**config.mk**
```make
export PLATFORM = sky130hd
export DESIGN_NAME = pcdg_top
export DESIGN_NICKNAME = d
export VERILOG_FILES = /design/src/core/pcdg_pkg.sv /design/src/core/pcdg_port.sv /design/src/core/pcdg_sync.sv /design/src/core/pcdg_top.sv
export SDC_FILE = /design/constraint.sdc
export NUM_CORES = 1
export LEC_CHECK = 0
export BUFFER_PORTS_ARGS = -buffer_cell sky130_fd_sc_hd__buf_2
export CORE_MARGIN = 2
export CORE_UTILIZATION = 40
export CTS_CLUSTER_DIAMETER = 30
export CTS_CLUSTER_SIZE = 14
export DETAILED_ROUTE_END_ITERATION = 7
export PLACE_DENSITY = 0.71
export SYNTH_ARGS = -nofsm -noshare
export SYNTH_HDL_FRONTEND = slang
export SYNTH_SLANG_ARGS = --single-unit
```
**constraint.sdc**
```tcl
create_clock -name aclk -period 2.8 [get_ports aclk]
set_input_delay 0.42 -clock aclk [delete_from_list [all_inputs] [get_ports aclk]]
set_output_delay 0.42 -clock aclk [all_outputs]
set_load 0.01 [all_outputs]
```
**src/core/pcdg_pkg.sv**
```systemverilog
package pcdg_pkg;

    localparam int ADDR_W = 8;
    localparam int DATA_W = 32;

    // Printed offsets are not all multiples of four: they are indices, byte address is 4x
    localparam logic [3:0] IDX_PORT_C_LATCH     = 4'h2;
    localparam logic [3:0] IDX_PORT_D_LATCH     = 4'h3;
    localparam logic [3:0] IDX_PORT_C_DIRECTION = 4'h6;
    localparam logic [3:0] IDX_PORT_D_DIRECTION = 4'h7;
    localparam logic [3:0] IDX_FUNC_SELECT      = 4'h8;

    localparam int PORT_C_W   = 6;
    localparam int PORT_D_W   = 8;
    localparam int CLKOUT_BIT = 7;
    localparam int CLKOUT_PIN = 2;
    localparam int TA_PIN     = 6;
    localparam int TB_PIN     = 4;
    localparam int ADC_FIRST  = 8;
    localparam int ADC_COUNT  = 7;

    localparam logic [7:0] DIR_RESET = 8'h00;

    localparam logic [1:0] RESP_OKAY   = 2'h0;
    localparam logic [1:0] RESP_SLVERR = 2'h2;

    // Selection fields live in this block's function select register
    localparam int CH_LSB = 0;
    localparam int CH_W   = 5;
    localparam int PSA_LSB = 8;
    localparam int PSB_LSB = 12;
    localparam int PS_W   = 3;
    localparam logic [2:0] PS_EXT_CLOCK = 3'h7;

    typedef struct packed {
        logic [PORT_D_W-1:0] port_d;
        logic [PORT_C_W-1:0] port_c;
    } pcdg_pins_t;

endpackage

```
**src/core/pcdg_port.sv**
```systemverilog
`timescale 1ns/1ps
// One bit of port pad logic: drive enable and read-back selection
module pcdg_port (
    input  wire logic latch,
    input  wire logic direction,
    input  wire logic pin_sync,
    input  wire logic force_drive,
    input  wire logic force_off,
    input  wire logic analog,
    output logic      drive_en,
    output logic      read_value
);
    always_comb begin
        drive_en = (direction | force_drive) & ~force_off;
        if (direction) begin
            read_value = latch;
        end else if (analog) begin
            read_value = 1'b0;
        end else begin
            read_value = pin_sync;
        end
    end
endmodule

```
**src/core/pcdg_sync.sv**
```systemverilog
`timescale 1ns/1ps
module pcdg_sync #(
    parameter int W = 1
) (
    input  wire logic         aclk,
    input  wire logic         aresetn,
    input  wire logic [W-1:0] d,
    output logic      [W-1:0] q
);
    logic [W-1:0] meta;

    always_ff @(posedge aclk) begin
        if (!aresetn) begin
            meta <= '0;
            q    <= '0;
        end else begin
            meta <= d;
            q    <= meta;
        end
    end
endmodule

```
**src/core/pcdg_top.sv**
```systemverilog
// The AXI4-Lite register port was chosen for this implementation.
`timescale 1ns/1ps
// Overview of operation
// - Six-bit port with read/write data latches
// - Reset leaves six-bit port latches untouched
// - Clock out enable drives clock onto pin 2
// - Clock out overrides pin 2 direction bit
// - Clock out enable read/write, reset clears
// - Port C direction 1 drives, 0 input
// - Reset clears whole port C direction register
// - Port C read: latch if output, else pin
// - Latch writes always land, regardless direction
// - Analog-selected port D input reads zero
// - Timer pins ignore direction for drive
// - Port D bits 6,4 timer external clocks
// - Port D direction 1 drives, 0 input
// - Reset clears all port D direction bits
// - Port D read: latch if output, else pin
// - Port C direction at index 6, bit6 zero
// - Port D direction at index 7; C bits 7,6 zero
module pcdg_top (
    input  wire logic                          aclk,
    input  wire logic                          aresetn,
    input  wire logic [pcdg_pkg::ADDR_W-1:0]   s_axi_awaddr,
    input  wire logic                          s_axi_awvalid,
    output logic                               s_axi_awready,
    input  wire logic [pcdg_pkg::DATA_W-1:0]   s_axi_wdata,
    input  wire logic [3:0]                    s_axi_wstrb,
    input  wire logic                          s_axi_wvalid,
    output logic                               s_axi_wready,
    output logic [1:0]                         s_axi_bresp,
    output logic                               s_axi_bvalid,
    input  wire logic                          s_axi_bready,
    input  wire logic [pcdg_pkg::ADDR_W-1:0]   s_axi_araddr,
    input  wire logic                          s_axi_arvalid,
    output logic                               s_axi_arready,
    output logic [pcdg_pkg::DATA_W-1:0]        s_axi_rdata,
    output logic [1:0]                         s_axi_rresp,
    output logic                               s_axi_rvalid,
    input  wire logic                          s_axi_rready,
    input  wire pcdg_pkg::pcdg_pins_t          pin_in,
    output pcdg_pkg::pcdg_pins_t               pin_out,
    output pcdg_pkg::pcdg_pins_t               pin_oe_n,
    output logic                               timer_a_ext_clock,
    output logic                               timer_b_ext_clock
);
    localparam int CW = pcdg_pkg::PORT_C_W;
    localparam int DW = pcdg_pkg::PORT_D_W;

    logic [CW-1:0] port_c_latch;
    logic [DW-1:0] port_d_latch;
    logic [CW-1:0] port_c_direction;
    logic          clock_out_enable;
    logic [DW-1:0] port_d_direction;
    logic [pcdg_pkg::CH_W-1:0] adc_channel_select;
    logic [pcdg_pkg::PS_W-1:0] timer_a_prescaler_select;
    logic [pcdg_pkg::PS_W-1:0] timer_b_prescaler_select;

    logic          aw_held;
    logic          w_held;
    logic [3:0]    aw_index;
    logic [7:0]    w_byte;
    logic [pcdg_pkg::DATA_W-1:0] w_word;
    logic          w_lane0;
    logic          w_lane1;

    pcdg_pkg::pcdg_pins_t pin_sync;
    logic [CW-1:0] c_drive;
    logic [CW-1:0] c_read;
    logic [DW-1:0] d_drive;
    logic [DW-1:0] d_read;
    logic [DW-1:0] d_analog;
    logic [DW-1:0] d_timer;
    logic          ta_sel;
    logic          tb_sel;
    logic          clk_phase;

    // Word index sits above the byte offset; anything above the index must be zero
    localparam int IDX_LSB  = 2;
    localparam int IDX_W    = 4;
    localparam int PAGE_LSB = IDX_LSB + IDX_W;

    function automatic logic [IDX_W-1:0] word_index(input logic [pcdg_pkg::ADDR_W-1:0] a);
        word_index = a[IDX_LSB +: IDX_W];
    endfunction

    function automatic logic mapped(input logic [pcdg_pkg::ADDR_W-1:0] a);
        logic [IDX_W-1:0] i;
        i = word_index(a);
        mapped = (a[pcdg_pkg::ADDR_W-1:PAGE_LSB] == '0) &&
                 (i == pcdg_pkg::IDX_PORT_C_LATCH || i == pcdg_pkg::IDX_PORT_D_LATCH ||
                  i == pcdg_pkg::IDX_PORT_C_DIRECTION || i == pcdg_pkg::IDX_PORT_D_DIRECTION ||
                  i == pcdg_pkg::IDX_FUNC_SELECT);
    endfunction

    // One strobed write lane landing on one register index
    function automatic logic hits(input logic             lane,
                                  input logic [IDX_W-1:0] idx,
                                  input logic [IDX_W-1:0] target);
        hits = lane && (idx == target);
    endfunction

    // Write channel: address and data may arrive in either order
    assign s_axi_awready = !aw_held && !s_axi_bvalid;
    assign s_axi_wready  = !w_held && !s_axi_bvalid;

    logic aw_take;
    logic w_take;
    logic do_write;
    logic [pcdg_pkg::ADDR_W-1:0] aw_addr_q;
    assign aw_take  = s_axi_awvalid && s_axi_awready;
    assign w_take   = s_axi_wvalid && s_axi_wready;
    assign do_write = (aw_held || aw_take) && (w_held || w_take);

    // A lone address or data beat is parked until its partner arrives
    always_ff @(posedge aclk) begin
        if (!aresetn) begin
            aw_held   <= 1'b0;
            aw_addr_q <= '0;
        end else if (do_write) begin
            aw_held   <= 1'b0;
        end else if (aw_take) begin
            aw_held   <= 1'b1;
            aw_addr_q <= s_axi_awaddr;
        end
    end

    logic [pcdg_pkg::DATA_W-1:0] w_data_q;
    logic [3:0]                  w_strb_q;
    always_ff @(posedge aclk) begin
        if (!aresetn) begin
            w_held   <= 1'b0;
            w_data_q <= '0;
            w_strb_q <= '0;
        end else if (do_write) begin
            w_held   <= 1'b0;
        end else if (w_take) begin
            w_held   <= 1'b1;
            w_data_q <= s_axi_wdata;
            w_strb_q <= s_axi_wstrb;
        end
    end

    logic [pcdg_pkg::ADDR_W-1:0] wr_addr;
    logic [3:0]                  wr_strb;
    assign wr_addr  = aw_held ? aw_addr_q : s_axi_awaddr;
    assign w_word   = w_held ? w_data_q : s_axi_wdata;
    assign wr_strb  = w_held ? w_strb_q : s_axi_wstrb;
    assign aw_index = word_index(wr_addr);
    assign w_byte   = w_word[7:0];
    assign w_lane0  = do_write && wr_strb[0] && mapped(wr_addr);
    assign w_lane1  = do_write && wr_strb[1] && mapped(wr_addr);

    always_ff @(posedge aclk) begin
        if (!aresetn) begin
            s_axi_bvalid <= 1'b0;
            s_axi_bresp  <= pcdg_pkg::RESP_OKAY;
        end else if (do_write) begin
            s_axi_bvalid <= 1'b1;
            s_axi_bresp  <= mapped(wr_addr) ? pcdg_pkg::RESP_OKAY : pcdg_pkg::RESP_SLVERR;
        end else if (s_axi_bready) begin
            s_axi_bvalid <= 1'b0;
        end
    end

    // Data latches carry no reset so their power-up content is kept
    always_ff @(posedge aclk) begin
        if (hits(w_lane0, aw_index, pcdg_pkg::IDX_PORT_C_LATCH)) begin
            port_c_latch <= w_byte[CW-1:0];
        end
        if (hits(w_lane0, aw_index, pcdg_pkg::IDX_PORT_D_LATCH)) begin
            port_d_latch <= w_byte;
        end
    end

    always_ff @(posedge aclk) begin
        if (!aresetn) begin
            port_c_direction <= pcdg_pkg::DIR_RESET[CW-1:0];
            clock_out_enable <= pcdg_pkg::DIR_RESET[pcdg_pkg::CLKOUT_BIT];
        end else if (hits(w_lane0, aw_index, pcdg_pkg::IDX_PORT_C_DIRECTION)) begin
            port_c_direction <= w_byte[CW-1:0];
            clock_out_enable <= w_byte[pcdg_pkg::CLKOUT_BIT];
        end
    end

    always_ff @(posedge aclk) begin
        if (!aresetn) begin
            port_d_direction <= pcdg_pkg::DIR_RESET;
        end else if (hits(w_lane0, aw_index, pcdg_pkg::IDX_PORT_D_DIRECTION)) begin
            port_d_direction <= w_byte;
        end
    end

    always_ff @(posedge aclk) begin
        if (!aresetn) begin
            adc_channel_select       <= '1;
            timer_a_prescaler_select <= '0;
            timer_b_prescaler_select <= '0;
        end else if (aw_index == pcdg_pkg::IDX_FUNC_SELECT) begin
            if (w_lane0) begin
                adc_channel_select <= w_word[pcdg_pkg::CH_LSB +: pcdg_pkg::CH_W];
            end
            // Lane 1 carries the prescaler fields, so a lane 0 write leaves them alone
            if (w_lane1) begin
                timer_a_prescaler_select <= w_word[pcdg_pkg::PSA_LSB +: pcdg_pkg::PS_W];
                timer_b_prescaler_select <= w_word[pcdg_pkg::PSB_LSB +: pcdg_pkg::PS_W];
            end
        end
    end

    // Pins are resampled before any read or timer use
    pcdg_sync #(.W(CW + DW)) u_sync (
        .aclk    (aclk),
        .aresetn (aresetn),
        .d       (pin_in),
        .q       (pin_sync)
    );

    assign ta_sel = timer_a_prescaler_select == pcdg_pkg::PS_EXT_CLOCK;
    assign tb_sel = timer_b_prescaler_select == pcdg_pkg::PS_EXT_CLOCK;
    assign timer_a_ext_clock = ta_sel & pin_sync.port_d[pcdg_pkg::TA_PIN];
    assign timer_b_ext_clock = tb_sel & pin_sync.port_d[pcdg_pkg::TB_PIN];

    genvar g;
    generate
        for (g = 0; g < CW; g++) begin : g_port_c
            pcdg_port u_bit (
                .latch       (port_c_latch[g]),
                .direction   (port_c_direction[g]),
                .pin_sync    (pin_sync.port_c[g]),
                .force_drive (g == pcdg_pkg::CLKOUT_PIN && clock_out_enable),
                .force_off   (1'b0),
                .analog      (1'b0),
                .drive_en    (c_drive[g]),
                .read_value  (c_read[g])
            );
        end
        // Converter channels count upward from the first port D input
        for (g = 0; g < DW; g++) begin : g_port_d
            assign d_analog[g] = (g < pcdg_pkg::ADC_COUNT) &&
                (adc_channel_select == 5'(pcdg_pkg::ADC_FIRST + g));
            assign d_timer[g] = (g == pcdg_pkg::TA_PIN && ta_sel) ||
                (g == pcdg_pkg::TB_PIN && tb_sel);
            pcdg_port u_bit (
                .latch       (port_d_latch[g]),
                .direction   (port_d_direction[g]),
                .pin_sync    (pin_sync.port_d[g]),
                .force_drive (1'b0),
                .force_off   (d_analog[g] | d_timer[g]),
                .analog      (d_analog[g]),
                .drive_en    (d_drive[g]),
                .read_value  (d_read[g])
            );
        end
    endgenerate

    // Clock out at half the system rate, since a flop cannot forward aclk itself
    always_ff @(posedge aclk) begin
        if (!aresetn) begin
            clk_phase <= 1'b0;
        end else begin
            clk_phase <= ~clk_phase;
        end
    end

    // Pin 2 carries the clock out in place of its latch while enabled
    logic [CW-1:0] c_level;
    always_comb begin
        c_level = port_c_latch;
        if (clock_out_enable) begin
            c_level[pcdg_pkg::CLKOUT_PIN] = clk_phase;
        end
    end

    // Drive values and enables are registered so the pads never see a decode glitch
    always_ff @(posedge aclk) begin
        if (!aresetn) begin
            pin_out <= '0;
        end else begin
            pin_out.port_c <= c_level;
            pin_out.port_d <= port_d_latch;
        end
    end

    always_ff @(posedge aclk) begin
        if (!aresetn) begin
            pin_oe_n <= '1;
        end else begin
            pin_oe_n.port_c <= ~c_drive;
            pin_oe_n.port_d <= ~d_drive;
        end
    end

    // Read channel: one cycle from address to data
    assign s_axi_arready = !s_axi_rvalid;

    // Select fields sit at fixed positions; the gaps between them read zero
    logic [pcdg_pkg::DATA_W-1:0] sel_word;
    always_comb begin
        sel_word = '0;
        sel_word[pcdg_pkg::CH_LSB +: pcdg_pkg::CH_W]  = adc_channel_select;
        sel_word[pcdg_pkg::PSA_LSB +: pcdg_pkg::PS_W] = timer_a_prescaler_select;
        sel_word[pcdg_pkg::PSB_LSB +: pcdg_pkg::PS_W] = timer_b_prescaler_select;
    end

    logic [7:0] rd_byte;
    logic [3:0] ar_index;
    assign ar_index = word_index(s_axi_araddr);
    always_comb begin
        rd_byte = 8'h00;
        unique case (ar_index)
            pcdg_pkg::IDX_PORT_C_LATCH:     rd_byte = {2'h0, c_read};
            pcdg_pkg::IDX_PORT_D_LATCH:     rd_byte = d_read;
            pcdg_pkg::IDX_PORT_C_DIRECTION: rd_byte = {clock_out_enable, 1'h0, port_c_direction};
            pcdg_pkg::IDX_PORT_D_DIRECTION: rd_byte = port_d_direction;
            default:                        rd_byte = 8'h00;
        endcase
    end

    always_ff @(posedge aclk) begin
        if (!aresetn) begin
            s_axi_rvalid <= 1'b0;
            s_axi_rdata  <= '0;
            s_axi_rresp  <= pcdg_pkg::RESP_OKAY;
        end else if (s_axi_arvalid && s_axi_arready) begin
            s_axi_rvalid <= 1'b1;
            s_axi_rresp  <= mapped(s_axi_araddr) ? pcdg_pkg::RESP_OKAY : pcdg_pkg::RESP_SLVERR;
            // Read data sits in flops, so it stands until the master takes it
            if (ar_index == pcdg_pkg::IDX_FUNC_SELECT) begin
                s_axi_rdata <= sel_word;
            end else begin
                s_axi_rdata <= {24'h0, rd_byte};
            end
        end else if (s_axi_rready) begin
            s_axi_rvalid <= 1'b0;
        end
    end
endmodule

```
=== Yosys cells after proc, flatten, opt, wreduce, memory -nomap -nowiden ===
Index checks and enable logic that the tools add are counted.

* Output and inout port bits: 71
* Register bits after elaboration: 162
* Input bits: 73

* Bitwise logic cells: 24
* Reductions and logical operators: 39
* Mux-type cells: 33
* Eq/ne operators: 19

{| class="wikitable"
|+ Operator list
! operator !! number
|-
| $eq 5x4->1 const B || 7
|-
| $pmux 8 s4 || 1
|-
| $mux 15 || 2
|-
| $mux 1 || 26
|-
| $eq 4x2->1 const B || 4
|-
| $eq 4x3->1 const B || 4
|-
| $logic_and 1x1->1 || 16
|-
| $logic_or 1x1->1 || 10
|-
| $not 1->1 || 10
|-
| $and 1x1->1 || 9
|-
| $eq 4x4->1 const B || 2
|-
| $mux 8 || 1
|-
| $not 8->8 || 1
|-
| $reduce_and 2->1 || 4
|-
| $eq 3x3->1 const B || 2
|-
| $mux 2 || 3
|-
| $not 6->6 || 1
|-
| $logic_not 1->1 || 4
|-
| $logic_not 2->1 || 2
|-
| $reduce_bool 2->1 || 2
|-
| $or 1x1->1 || 3
|-
| $reduce_or 2->1 || 1
|}

=== Logic depth before layout (Yosys ltp) ===
* Depth in word-level cells: 9
* Mapped depth: 7
* Gate-level depth less buffers: 4

=== Hierarchy ===
From an unflattened synthesis, not the netlist that was laid out.

* Cells, all modules: 575
* Area, all modules: 5791.8 sq um

{| class="wikitable"
|+ By module, submodules not included
! module !! area each (sq um) !! sequential area each (sq um) !! cells an instance !! instances
|-
| pcdg_top || 4638.2 || 2362.3 || 447 || 1
|-
| pcdg_sync || 785.8 || 560.5 || 58 || 1
|-
| pcdg_port || 26.3 || 0.0 || 5 || 14
|}

=== Worst setup path after synthesis ===
OpenSTA, ideal clock, no wires.

* Kind: in2reg
* Start: input s_axi_awaddr[7] (netlist name)
* End: register port_d_latch[0] (enable)
* Data required time: 2430 ps
* Stages on the path: 4
* Path slack: 413 ps
* Data arrival time: 2016 ps
* Cell sequence: or3_4 a2111oi_4 o21ai_0 nor2_1

* Word-level cells in the longest chain between the ends: 5

{| class="wikitable"
|+ Ends and longest elaborated chain
! element !! line !! source
|-
| from (decl) || pcdg_top.sv:24 || <nowiki>input wire logic [pcdg_pkg::ADDR_W-1:0] s_axi_awaddr,</nowiki>
|-
| $mux 8 || pcdg_top.sv:146 || <nowiki>assign wr_addr = aw_held ? aw_addr_q : s_axi_awaddr;</nowiki>
|-
| $logic_not 2->1 || pcdg_top.sv:90 || <nowiki>mapped = (a[pcdg_pkg::ADDR_W-1:PAGE_LSB] == '0) &&</nowiki>
|-
| $logic_and 1x1->1 || pcdg_top.sv:90 ||
|-
| $logic_and 1x1->1 || pcdg_top.sv:151 || <nowiki>assign w_lane0 = do_write && wr_strb[0] && mapped(wr_addr);</nowiki>
|-
| $logic_and 1x1->1 || pcdg_top.sv:100 || <nowiki>hits = lane && (idx == target);</nowiki>
|-
| to (signal assigned) || pcdg_top.sv:172 || <nowiki>port_d_latch <= w_byte;</nowiki>
|-
| to (decl) || pcdg_top.sv:51 || <nowiki>logic [DW-1:0] port_d_latch;</nowiki>
|}

Every way passes these cells.
A chain may end at the register's enable or synchronous reset.

=== Final worst setup path ===
* Start: register aw_held
* End: register port_c_latch[5] (enable)

* Word-level cells in the longest chain between the ends: 9
* Elaborated cells between the ends (all ways): 20
* Classes of those cells: 5 x eq/ne; 1 x mux; 14 x reduce/logical

{| class="wikitable"
|+ Ends and longest elaborated chain
! element !! line !! source
|-
| from (decl) || pcdg_top.sv:59 || <nowiki>logic aw_held;</nowiki>
|-
| from (signal assigned) || pcdg_top.sv:118 || <nowiki>aw_held <= 1'b0;</nowiki>
|-
| from (signal assigned) || pcdg_top.sv:121 || <nowiki>aw_held <= 1'b0;</nowiki>
|-
| from (signal assigned) || pcdg_top.sv:123 || <nowiki>aw_held <= 1'b1;</nowiki>
|-
| $mux 8 || pcdg_top.sv:146 ||
|-
| $eq 4x2->1, on equally long branches || pcdg_top.sv:91, pcdg_top.sv:100 ||
|-
| $logic_or 1x1->1 (2 in series) || pcdg_top.sv:91 || <nowiki>(i == pcdg_pkg::IDX_PORT_C_LATCH || i == pcdg_pkg::IDX_PORT_D_LATCH ||</nowiki>
|-
| $logic_or 1x1->1 (2 in series) || pcdg_top.sv:92 || <nowiki>i == pcdg_pkg::IDX_PORT_C_DIRECTION || i == pcdg_pkg::IDX_PORT_D_DIRECTION ||</nowiki>
|-
| $logic_and 1x1->1 || pcdg_top.sv:90 ||
|-
| $logic_and 1x1->1 || pcdg_top.sv:151 ||
|-
| $logic_and 1x1->1 * || pcdg_top.sv:100 ||
|-
| to (signal assigned) || pcdg_top.sv:169 || <nowiki>port_c_latch <= w_byte[CW-1:0];</nowiki>
|-
| to (decl) || pcdg_top.sv:50 || <nowiki>logic [CW-1:0] port_c_latch;</nowiki>
|}

Mark *: on every way between the ends. The rest lies on a longest branch, timed or not.

==> impl_results.md <==
- Number of global-route vias before repair: around 4,000
- TritonCTS clock tree: yes
- Arrival time reported for the critical path endpoint: about 2.5 ns
- Non-Filler Cell Area, Final: around 6700 um^2
- Number of warnings issued by yosys: 0
- Endpoint class of the critical path: flop
- Hold slack final: 0.220 ns
- Most frequent cell after synthesis: dfxtp_1
- Area of all sequential standard cells: just under 3000 um^2
- Vias per std cell: 5.01
- Final estimated routing congestion in global placement: between 0.8 and 0.9
- Clock slew seen by the registers of the worst setup and hold paths: roughly 0.060 ns
- Antenna violations before repair: 0
- Headroom to the max-slew limit: about 55%
- Maximum number of buffers from clock root to sink: 2
- Main area contributors after synthesis: dfxtp_1 45%, mux2i_1 8.5%, edfxtp_1 7.6%, and2_1 4.6%, nor2b_1 4.0%
- Post-placement cell count: 782
- Skew-Pair Late Insertion Delay: between 0.4 and 0.5 ns
- Number of synthesized flops with an enable pin: 14
- Top layer in use: met4
- Resized cells post-CTS: 0
- Top cell type by total area after synthesis: dfxtp_1
- Post-placement cell area: roughly 6000 um^2
- Antenna diode count: 0
- Critical path fanouts, max: 11
- Number of violations of the max-capacitance limit: 0
- Critical Path Start Type: flop
- Top Ports: about 140
- Filler cell count: about 1,200
- Number of nets still failing antenna checks after routing: 0
- Final cell count without fillers: around 810
- Mux share of post-synthesis cell area: between 10% and 20%
- Clock group share of total power: 46.7%
- Post-CTS Setup Bufs: 0
- Post-synthesis cell type count: 50
- Starting density of the core: 41.3%
- Most common flop cell mapped by yosys: dfxtp_1
- WL met2: just under 6000 um
- Net switching power figure: 1.01 mW
- Post-Syn Area per Cell: roughly 10 um^2
- Drt drc: 0
- Number of hold-repair buffers added at the cts stage: 0
- Synthesized-area fraction occupied by ao, oa, aoi and oai cells: under 10%
- Wire length of the first global-routing pass: ~20,000 um
- Largest net degree at the start of global routing: 70
- Cells after Synth: approximately 530
- Count of input and output buffers: between 90 and 100
- Async S/R FF share, synth: 0%
- Worst EP required: 2.84 ns
- Least-Margin Pin Slew: roughly 0.67 ns
- Area growth, synth to finish: 20.8%
- GRT Overall Usage: about 17%
- Share of synthesized cell area in and, or, nand and nor gates: 19.8%
- Width of the die: between 100 and 150 um
- Overflow left after global routing: 0
- Multi-input gate area in the final layout: roughly 2300 um^2
- Layout cell share with drive strength beyond 1: between 20 and 25%
- Part of the total power dissipated in sequential elements: between 40 and 50%
- Net switching fraction of the power: between 20% and 30%
- Sequential area share after synthesis: 53.0%
- Worst hold path stage count: 2
- Vias post-DR: roughly 4,100
- Setup repair after global routing missed its margin: false
- Fmax achieved: just over 0.4 GHz
- Worst flop-to-flop path endpoint: port_c_latch[5]
- # rows: 42
- Die footprint: between 10,000 and 15,000 um^2
- Half-perimeter wire length after placement: 8990 um
- Fraction of post-synthesis cell area in the top cell type by area: a little under half
- Xor-xnor portion of the synthesized cell area: 0%
- Gate power share: 7.6%
- Cell-internal power: between 3 and 4 mW
- Total negative slack for setup checks: 0 ns
- Routed wire per std cell: around 15 um
- Cell area power density: around 700 nW/um^2
- Worst hold path class: input port to flop
- Clock H-tree levels: 4
- Post-synthesis cell area: roughly 5500 um^2
- Main combinational cell family by area after synthesis: simple AND/OR/NAND/NOR gates
- Adder and majority gate portion of the synthesized area: 0%
- Worst setup path class: flop to flop
- Crit path to: port_c_latch[5]
- Cell types with the highest counts after synthesis: 125 x dfxtp_1, 48 x nand2_1, 47 x mux2i_1
- Cell at the root of the clock tree: clkbuf_16
- Static Leak: 2.96 nW
- Number of setup violations in the final report: 0
- Final #Nets: about 700
- DR pass1 iterations: 4
- Worst reg2reg path startpoint: aw_held
- Slew Viols, Final: 0
- Iteration-0 DRC Markers: 273
- Max IR drop VDD: 557 uV
- Tmin final: 2.45 ns
- Number of synthesized register bits: about 140
- Final Cycle Share: 87.6%
- Overall die height: about 120 um
- Routed metal-1 wirelength: approximately 5000 um
- Worst setup startpoint: aw_held
- Routed wire length: about 12,000 um
- CTS sink count: around 140
- Skew final: ~0.0042 ns
- Floorplan core area: approximately 13,000 um^2
- Number of cells on the worst reg-to-reg path: 4
- TritonCTS Buffers: 17
- Worst setup slack for register-to-register paths: approximately 0.35 ns
- Result of the run: finished, final reports clean
- Detailed-routed wire length on met3: around 900 um
- Total count of hold-check failures in the final report: 0
[placed cells by master, fill, tap and decap left out, types with 6 or more instances in the layout]
| master | count |
|---|---|
| nand2_1 | 48 |
| a31oi_1 | 8 |
| conb_1 | 20 |
| buf_2 | 98 |
| and2_1 | 41 |
| inv_1 | 18 |
| o21ai_0 | 14 |
| buf_4 | 9 |
| clkbuf_16 | 17 |
| nor2b_1 | 35 |
| a22oi_1 | 6 |
| a21oi_1 | 14 |
| nor2_1 | 13 |
| mux2i_1 | 47 |
| edfxtp_1 | 14 |
| nor3b_1 | 8 |
| mux2_2 | 16 |
| dfxtp_1 | 125 |
| nand3_1 | 8 |
[worst max-delay path, stage by stage (launching register included)]
cell and delay [ns]:
dfxtp_1 0.55, or3b_2 0.53, a2111oi_4 0.33, o21ai_0 0.20
nor2_1 0.47
[worst min-delay path by stage]
stage	startpoint	end	slack, ns
2_1_floorplan	port_c_direction[0]	pin_oe_n[0]	0.38
3_3_place_gp	clk_phase	clk_phase	0.40
3_5_place_dp	clk_phase	clk_phase	0.40
4_1_cts	pin_in[12]	u_sync.meta[12]	0.20
5_1_grt	pin_in[9]	u_sync.meta[9]	0.20
6_report	pin_in[12]	u_sync.meta[12]	0.22
[metal layers]
layer / vias to the layer above / global-route usage [%]
met2: 151 / 27.7
met4: 0 / 7.90
li1: 1987 / -
met5: - / 0
met3: 23 / 6.72
met1: 1909 / 20.5
[state kept, by name, summed over array words and instances (netlist names), 2 cells and up]
signal and flops:
pin_oe_n 14, port_d_direction 8, w_data_q 14, pin_out 14, port_c_latch 6, u_sync.q 14
port_d_latch 8, timer_b_prescaler_select 3, timer_a_prescaler_select 3, s_axi_rdata 14, w_strb_q 2, adc_channel_select 5
u_sync.meta 14, port_c_direction 6, aw_addr_q 6
[kinds of logic after synthesis]
family                 after synthesis
AOI/OAI and AO/OA                   72
buffers and inverters               66
DFF                                139
muxes                               63
other                                1
and+or+nand+nor                    187
[power by group through the flow]
stage	Clock [mW]	Combinational (mW)	Sequential [mW]
5_1_grt	2.30	0.382	2.11
4_1_cts	2.19	0.349	2.10
3_3_place_gp	0	0.337	2.14
6_report	2.15	0.349	2.10
3_5_place_dp	0	0.348	2.15
2_1_floorplan	0	0.256	2.14
[through the flow]
stage / worst slack (ns) / util [%] / total power [mW]
2_1_floorplan: 0.413 / - / 2.40
3_3_place_gp: 0.418 / 45.7 / 2.48
3_5_place_dp: 0.348 / 45.7 / 2.49
4_1_cts: 0.329 / 49.9 / 4.64
5_1_grt: 0.140 / 49.9 / 4.79
6_report: 0.346 / 49.9 / 4.61
[final cells by class]
type                    instances  area share (%)
clock inverters                11            1.91
clock buffers                  20            6.55
repair buffers                107            8.37
well taps                     176            3.30
inverters                      18            1.01
flip-flops and latches        139            43.9
multi-input cells             342            35.0
Note: power is estimated with default switching activity, not from simulation.
